**src/sfdp_defs.vh**
```
// Byte offsets, field positions and table values of the discoverable-parameter store.
`ifndef SFDP_DEFS_VH
`define SFDP_DEFS_VH

// ----------------------------------------------------------------
// APB register map (byte addresses)
// ----------------------------------------------------------------
`define SFDP_ADDR_W 8
// Words 30h..54h mirror the table at their printed byte offsets.
`define SFDP_TBL_FIRST 8'h30
`define SFDP_TBL_LAST 8'h54
`define SFDP_W34_ADDR 8'h34
`define SFDP_W38_ADDR 8'h38
`define SFDP_W3C_ADDR 8'h3C
`define SFDP_W40_ADDR 8'h40
`define SFDP_W44_ADDR 8'h44
`define SFDP_W48_ADDR 8'h48
`define SFDP_W4C_ADDR 8'h4C
`define SFDP_W50_ADDR 8'h50
// Header word holding the basic-table pointer.
`define SFDP_HDR_PTR_ADDR 8'h0C
// Control word: bit 0 selects the large-block variant.
`define SFDP_CTRL_ADDR 8'hF0
// Status word: bit 0 shows the variant in force, bits 15:8 the last table offset read.
`define SFDP_STAT_ADDR 8'hF4
`define SFDP_CTRL_RESET 1'b0

// ----------------------------------------------------------------
// Header pointer
// ----------------------------------------------------------------
`define SFDP_PTR_VALUE 24'h000030
`define SFDP_PTR_ID_MSB 8'hFF

// ----------------------------------------------------------------
// Byte 30h..33h fields
// ----------------------------------------------------------------
`define SFDP_MIN_ERASE 2'b01
`define SFDP_WR_GRAN 1'b1
`define SFDP_VOL_BP 1'b0
`define SFDP_WREN_SEL 1'b0
`define SFDP_ERASE4K_OP 8'h20
`define SFDP_ADDR_BYTES 2'b01

// ----------------------------------------------------------------
// Density and fast-read descriptors
// ----------------------------------------------------------------
`define SFDP_DENSITY 32'h1FFFFFFF
`define SFDP_144_WAIT 5'b00100
`define SFDP_144_MODE 3'b010
`define SFDP_144_OP 8'hEB
`define SFDP_114_WAIT 5'b01000
`define SFDP_114_MODE 3'b000
`define SFDP_114_OP 8'h6B
`define SFDP_112_WAIT 5'b01000
`define SFDP_112_MODE 3'b000
`define SFDP_112_OP 8'h3B
`define SFDP_122_WAIT 5'b00000
`define SFDP_122_MODE 3'b100
`define SFDP_122_OP 8'hBB
`define SFDP_222_OP 8'hFF
`define SFDP_444_WAIT 5'b00100
`define SFDP_444_MODE 3'b010
`define SFDP_444_OP 8'hEB

// ----------------------------------------------------------------
// Erase types and times
// ----------------------------------------------------------------
`define SFDP_ET1_SIZE 8'h0C
`define SFDP_ET1_OP 8'h20
`define SFDP_ET2_SIZE 8'h0F
`define SFDP_ET2_OP 8'h52
`define SFDP_ET3_SIZE 8'h10
`define SFDP_ET3_OP 8'hD8
`define SFDP_ET4_SIZE_K 8'h12
`define SFDP_ET4_OP_K 8'hD8
`define SFDP_ET_NONE_SIZE 8'h00
`define SFDP_ET_NONE_OP 8'hFF
`define SFDP_ERASE_MULT 4'b0010
`define SFDP_ET1_TIME 5'b00110
`define SFDP_ET2_TIME 5'b01000
`define SFDP_ET3_TIME 5'b01010
`define SFDP_ET4_TIME_K 5'b00101
`define SFDP_TIME_UNIT 2'b01

`endif

```
**src/sfdp_basic_param_rom.v**
```verilog
// Read-only discoverable-parameter store with an APB slave port.
//
// Operation
// - Byte 30h: erase size, granularity, top ones.
// - Byte 30h bits 3 and 4 read zero.
// - Address bytes 01b and double-edge bit set.
// - Fast read 1-1-2, 1-2-2, 1-4-4, 1-1-4 advertised.
// - Density bytes FFh FFh FFh 1Fh.
// - 1-4-4 wait 4, mode 2, opcode EBh.
// - 1-1-4 wait 8, no mode, opcode 6Bh.
// - 1-1-2 wait 8, no mode, opcode 3Bh.
// - 1-2-2 no wait, mode 4, opcode BBh.
// - 2-2-2 read unsupported, zero counts, FFh.
// - 4-4-4 supported, reserved bits read ones.
// - 4-4-4 wait 4, mode 2, opcode EBh.
// - Erase type 1: 4 KB, opcode 20h.
// - Erase type 2: 32 KB, opcode 52h.
// - Erase type 3 depends on block variant.
// - Erase type 4 depends on block variant.
// - Erase time multiplier reads 0010b.
// - Erase type 1 and 2 typical times.
// - Erase type 3 and 4 times per variant.
// - Parenthesised values only for large-block variant.
// - Header table pointer holds 30h.
`timescale 1ns/1ps
`include "sfdp_defs.vh"

module sfdp_basic_param_rom (
   input wire pclk,
   input wire presetn,
   input wire psel,
   input wire penable,
   input wire pwrite,
   input wire [31:0] paddr,
   input wire [31:0] pwdata,
   input wire [3:0] pstrb,
   output wire pready,
   output reg [31:0] prdata,
   output wire pslverr,
   output wire large_block_mode
);

   // ----------------------------------------------------------------
   // Bus decode
   // ----------------------------------------------------------------
   // Every access finishes in its first access cycle; no wait states.
   wire setup = psel && !penable;
   wire access = psel && penable;
   wire [7:0] word_addr = {paddr[7:2], 2'b00};
   wire in_range = (paddr[31:8] == 24'h000000) && (paddr[1:0] == 2'b00);
   wire is_tbl = (word_addr >= `SFDP_TBL_FIRST) && (word_addr <= `SFDP_TBL_LAST);
   wire is_ptr = (word_addr == `SFDP_HDR_PTR_ADDR);
   wire is_ctrl = (word_addr == `SFDP_CTRL_ADDR);
   wire is_stat = (word_addr == `SFDP_STAT_ADDR);
   wire mapped = in_range && (is_tbl || is_ptr || is_ctrl || is_stat);
   // The table is read-only, so only the control word accepts writes.
   wire wr_ok = is_ctrl;
   reg err_q;
   reg large_q;
   reg [7:0] last_q;
   reg [31:0] rd_d;

   assign pready = access;
   assign pslverr = access && err_q;
   assign large_block_mode = large_q;

   // ----------------------------------------------------------------
   // Table words
   // ----------------------------------------------------------------
   always @* begin
      rd_d = 32'hFFFFFFFF;
      case (word_addr)
         `SFDP_HDR_PTR_ADDR: begin
            rd_d = {`SFDP_PTR_ID_MSB, `SFDP_PTR_VALUE};
         end
         `SFDP_TBL_FIRST: begin
            rd_d[31:24] = 8'hFF;
            rd_d[16] = 1'b1;
            rd_d[20] = 1'b1;
            rd_d[21] = 1'b1;
            rd_d[22] = 1'b1;
            rd_d[23] = 1'b1;
            rd_d[18:17] = `SFDP_ADDR_BYTES;
            rd_d[19] = 1'b1;
            rd_d[15:8] = `SFDP_ERASE4K_OP;
            rd_d[7:5] = 3'b111;
            rd_d[2] = `SFDP_WR_GRAN;
            rd_d[1:0] = `SFDP_MIN_ERASE;
            rd_d[4] = `SFDP_WREN_SEL;
            rd_d[3] = `SFDP_VOL_BP;
         end
         `SFDP_W34_ADDR: begin
            rd_d = `SFDP_DENSITY;
         end
         `SFDP_W38_ADDR: begin
            rd_d[31:16] = {`SFDP_114_OP, `SFDP_114_MODE, `SFDP_114_WAIT};
            rd_d[15:0] = {`SFDP_144_OP, `SFDP_144_MODE, `SFDP_144_WAIT};
         end
         `SFDP_W3C_ADDR: begin
            rd_d[31:16] = {`SFDP_122_OP, `SFDP_122_MODE, `SFDP_122_WAIT};
            rd_d[15:0] = {`SFDP_112_OP, `SFDP_112_MODE, `SFDP_112_WAIT};
         end
         `SFDP_W40_ADDR: begin
            rd_d[7:1] = 7'b1111111;
            rd_d[0] = 1'b0;
         end
         `SFDP_W44_ADDR: begin
            rd_d[31:16] = {`SFDP_222_OP, 3'b000, 5'b00000};
         end
         `SFDP_W48_ADDR: begin
            rd_d[31:16] = {`SFDP_444_OP, `SFDP_444_MODE, `SFDP_444_WAIT};
         end
         `SFDP_W4C_ADDR: begin
            rd_d[31:16] = {`SFDP_ET2_OP, `SFDP_ET2_SIZE};
            rd_d[15:0] = {`SFDP_ET1_OP, `SFDP_ET1_SIZE};
         end
         `SFDP_W50_ADDR: begin
            if (large_q) begin
               rd_d[15:0] = {`SFDP_ET_NONE_OP, `SFDP_ET_NONE_SIZE};
               rd_d[31:16] = {`SFDP_ET4_OP_K, `SFDP_ET4_SIZE_K};
            end else begin
               rd_d[15:0] = {`SFDP_ET3_OP, `SFDP_ET3_SIZE};
               rd_d[31:16] = {`SFDP_ET_NONE_OP, `SFDP_ET_NONE_SIZE};
            end
         end
         `SFDP_TBL_LAST: begin
            rd_d[3:0] = `SFDP_ERASE_MULT;
            rd_d[10:4] = {`SFDP_TIME_UNIT, `SFDP_ET1_TIME};
            rd_d[17:11] = {`SFDP_TIME_UNIT, `SFDP_ET2_TIME};
            if (large_q) begin
               rd_d[24:18] = 7'b0000000;
               rd_d[31:25] = {`SFDP_TIME_UNIT, `SFDP_ET4_TIME_K};
            end else begin
               rd_d[24:18] = {`SFDP_TIME_UNIT, `SFDP_ET3_TIME};
               rd_d[31:25] = 7'b0000000;
            end
         end
         `SFDP_CTRL_ADDR: begin
            rd_d = {31'h00000000, large_q};
         end
         `SFDP_STAT_ADDR: begin
            rd_d = {16'h0000, last_q, 7'h00, large_q};
         end
         default: begin
            rd_d = 32'hFFFFFFFF;
         end
      endcase
   end

   // ----------------------------------------------------------------
   // Registers
   // ----------------------------------------------------------------
   // Read data and error are captured in the setup cycle, so both are
   // stable from flops for the whole access cycle.
   always @(posedge pclk or negedge presetn) begin
      if (!presetn) begin
         prdata <= 32'h00000000;
         err_q <= 1'b0;
         large_q <= `SFDP_CTRL_RESET;
         last_q <= 8'h00;
      end else begin
         if (setup) begin
            err_q <= !mapped || (pwrite && !wr_ok);
            if (mapped && !pwrite) begin
               prdata <= rd_d;
            end else begin
               prdata <= 32'h00000000;
            end
         end
         if (access && pwrite && in_range && is_ctrl && pstrb[0]) begin
            large_q <= pwdata[0];
         end
         if (access && !pwrite && in_range && is_tbl) begin
            last_q <= word_addr;
         end
      end
   end

endmodule

```
**config.mk**
```make
export PLATFORM = sky130hd
export DESIGN_NAME = sfdp_basic_param_rom
export DESIGN_NICKNAME = d
export VERILOG_FILES = /design/src/sfdp_basic_param_rom.v
export VERILOG_INCLUDE_DIRS = /design/src /design/src/src
export SDC_FILE = /design/constraint.sdc
export NUM_CORES = 1
export LEC_CHECK = 0
export ABC_AREA = 1
export BUFFER_PORTS_ARGS = -buffer_cell sky130_fd_sc_hd__buf_2
export CAP_MARGIN = 10
export CORE_MARGIN = 3
export CORE_UTILIZATION = 52
export CTS_BUF_LIST = sky130_fd_sc_hd__clkbuf_2
export DETAILED_ROUTE_END_ITERATION = 16
export GPL_TIMING_DRIVEN = 0
export PLACE_DENSITY = 0.92
export RECOVER_POWER = 25
export SYNTH_ARGS = -nofsm -noshare
export SYNTH_HDL_FRONTEND = slang
export SYNTH_SLANG_ARGS = --single-unit
```
**constraint.sdc**
```tcl
create_clock -name pclk -period 2.7 [get_ports pclk]
set_clock_uncertainty 0.1 [all_clocks]
set_input_delay 0.54 -clock pclk [delete_from_list [all_inputs] [get_ports pclk]]
set_output_delay 0.54 -clock pclk [all_outputs]
set_load 0.02 [all_outputs]
```
==> summary.md <==
| Metric | Value |
|---|---|
| Main synth FF type | `dfrtp_1` |
| GP Congestion | `0.9418` |
| CP Launch Type | `primary input` |
| Number of setup buffers added after CTS | `0` |
| Power share of the clock group | `between 20% and 30%` |
| Area used by multi-input combinational logic | `0.001179 mm2` |
| Register bit count reported by yosys | `40` |
| Total Neg Setup Slack | `0 ns` |
| Share of cells above drive strength 1 | `a little over a fifth` |
| Net count, final | `~510` |
| DRT iter0 DRCs | `150` |
| Clk buf depth | `2` |
| Antenna violations before repair | `0` |
| Critical path's slowest cell | `nor2_1` |
| Endpoints failing hold | `0` |
| Final setup fails | `0` |
| Synthesized Nets | `428` |
| Hold Path Class | `primary input to async pin` |
| Reg2Reg Depth | `6` |
| Largest net degree at the start of global routing | `41` |
| # rows | `23` |
| Post-cts sizing count | `0` |
| Pins over their slew limit | `0` |
| Worst path top cell family by delay | `simple AND/OR/NAND/NOR gates` |
| Pwr Density | `around 350 mW/mm2` |
| DRC Markers | `0` |
| First-pass GRT wire length | `10,010 um` |
| # fillers | `between 400 and 500` |
| Number of H-tree levels | `2` |
| Initial core utilization | `56.10%` |
| Synth Cell Area | `0.002341 mm2` |
| Drt total wl | `about 5900 um` |
| Most frequent cells after synthesis | `nand2_1 (167), nor2_1 (49), dfrtp_1 (40), inv_1 (31), nand3_1 (23)` |
| Clock sink count | `40` |
| Die Height | `73.10 um` |
| Area leader, netlist | `dfrtp_1` |
| Worst-path fanout max | `9` |
| Critical path type | `primary input to flip-flop` |
| TritonCTS clock tree | `yes` |
| Diodes inserted | `0` |
| Final Critical Period | `1.834 ns` |
| DR pass1 iterations | `4` |
| Yosys Warn Count | `0` |
| Seq/Total Area, Yosys | `a little over two fifths` |
| Status | `complete, no violations` |
| Slew @ Worst Pin | `between 0.8 and 0.9 ns` |
| Cell Chain, Critical Path | `buf_2 > nor2_1 > nand3_1 > nor2_1 > nor2_1 > nand2_1 > nand2_1 > nand2_1` |
| Worst Path Arrival | `between 2 and 2.5 ns` |
| DP Worst Slack | `between 0.4 and 0.5 ns` |
| Slew margin rel. | `40.26%` |
| DR WL/cell | `~12 um` |
| Die width | `73.10 um` |
| Fmax | `545.3 MHz` |
| Ranking of synthesized cells by area | `dfrtp_1 (43%), nand2_1 (27%), nor2_1 (7.9%)` |
| Clk_lat worst skew | `0.38 ns` |
| Critical path depth in cells | `8` |
| Routed Antenna Nets | `0` |
| Final worst slack | `~0.87 ns` |
| Via-to-Cell Ratio | `4.996` |
| Post-Synthesis Cells | `355` |
| DP HPWL | `roughly 4700 um` |
| Sw Share | `28.07%` |
| Comb power frac | `14.1%` |
| GRT Total Usage | `23.83%` |
| Number of max-cap violations | `0` |
| Fin crit share | `67.92%` |
| Cell variety after synth | `24` |
| CTS clk-pin slew, worst paths | `about 0.2 ns` |
| VDD IR-drop max | `0.2342 mV` |
| Register area | `roughly 0.0010 mm2` |
| Yosys top cell area share | `approximately 43%` |
| Cell Int Power | `0.7082 mW` |
| Core footprint | `0.004173 mm2` |
| Worst stage delay on the critical path | `just over 0.4 ns` |
| Port Buffer Count | `73` |
| Number of flops mapped to enable cells by yosys | `0` |
| Cts bufs inserted | `5` |
| Die ar. | `around 0.0053 mm2` |
| WP buf/inv | `1` |
| Grt total ovfl | `0` |
| Worst path required time | `2.92 ns` |
| Root Driver | `clkbuf_2` |
| Syn Area/Cell | `~6.6 um2` |
| Vias in the first global route | `between 2,000 and 2,500` |
| RSZ-0062 raised after global routing | `no` |
| FFs w/ async S/R, synth | `100.0%` |
| Most common cell in the netlist | `nand2_1` |
| Top-Level Pins | `approximately 110` |
| Hold_buf cts | `0` |
| Share of power burned in registers | `approximately three fifths` |
| Pleak | `1.732 nW` |
| Sw power | `between 0.2 and 0.3 mW` |
| CP endpoint kind | `flip-flop` |
| Area growth from synthesis to layout | `19.78%` |
| Total number of vias | `2,423` |
==> kinds of logic (layout without fill, tap and decap cells) <==
logic type      count (synthesis)  count (layout)  synth area share, %
compound gates                 16              16                3.635
flops                          40              40                42.76
simple gates                  261             261                46.71
buf+inv                        38             118                6.895
==> final cells by class <==
type / instances / share of cell area, %
multi-input cells: 277 / 42.03
clock buffers: 6 / 1.071
clock inverters: 1 / 0.1785
flip-flops and latches: 40 / 35.70
inverters: 32 / 4.284
well taps: 50 / 2.231
plain buffers: 6 / 1.473
repair buffers: 73 / 13.03
==> sequential cells by signal, summed over array words and instances (netlist names) <==
register / count
err_q: 1
large_block_mode: 1
last_q: 6
prdata: 32
==> final timing paths <==
path,start,to,slack [ns]
setup / recovery,paddr[7],prdata[8],0.87
hold reg to reg,prdata[29],prdata[29],0.40
hold / removal,presetn,prdata[9],0.15
setup reg to reg,large_block_mode,prdata[8],1.31
min in group pclk,pwdata[0],large_block_mode,0.28
max in group asynchronous,presetn,prdata[0],1.79
==> layer usage <==
| metal | GRT usage (%) | up-vias | share of wire [%] |
|---|---|---|---|
| li1 | - | 1260 | - |
| met1 | 30.74 | 1070 | 44 |
| met2 | 39.92 | 82 | 48 |
| met3 | 4.821 | 11 | 6.3 |
| met4 | 7.582 | 0 | 1.7 |
| met5 | 0 | - | 0 |
==> worst reg2reg max path, stage by stage, from the launching register on <==
cell,delay [ns]
dfrtp_1,0.46
inv_1,0.13
nor2_1,0.32
nor2_1,0.13
nand2_1,0.10
nand2_1,0.05
nand2_1,0.05
==> per-stage QoR <==
| step | utilization [%] | hold WS, ns | area (um2) | cells | power, mW |
|---|---|---|---|---|---|
| 2_1_floorplan | - | 0.1444 | 2341 | 355 | 0.6849 |
| 3_3_place_gp | 66.36 | 0.3567 | 2769 | 478 | 0.7464 |
| 3_5_place_dp | 66.36 | 0.3591 | 2769 | 478 | 0.7493 |
| 4_1_cts | 67.20 | 0.1694 | 2804 | 485 | 0.9904 |
| 6_report | 67.20 | 0.1486 | 2804 | 485 | 0.9846 |
| 5_1_grt | 67.20 | 0.1751 | 2804 | 485 | 1.040 |
==> cell usage in the layout, fill, tap and decap left out, drive strengths merged, types with 2 or more instances in the layout <==
cell type  synthesis  routed
nand4              5       5
clkbuf             3       9
inv               32      32
buf                3      76
nor3               2       2
o21ai              8       8
nor2              53      53
nor3b              2       2
nand2            168     168
dfrtp             40      40
nand3             28      28
a21oi              5       5
==> power groups by stage <==
| stage | Sequential [mW] | Clock [mW] | Combinational (mW) |
|---|---|---|---|
| 4_1_cts | 0.600 | 0.251 | 0.140 |
| 2_1_floorplan | 0.611 | 0 | 0.0744 |
| 5_1_grt | 0.600 | 0.281 | 0.159 |
| 3_5_place_dp | 0.610 | 0 | 0.139 |
| 6_report | 0.600 | 0.246 | 0.139 |
| 3_3_place_gp | 0.610 | 0 | 0.136 |
Power figures use the tool's default switching activity.
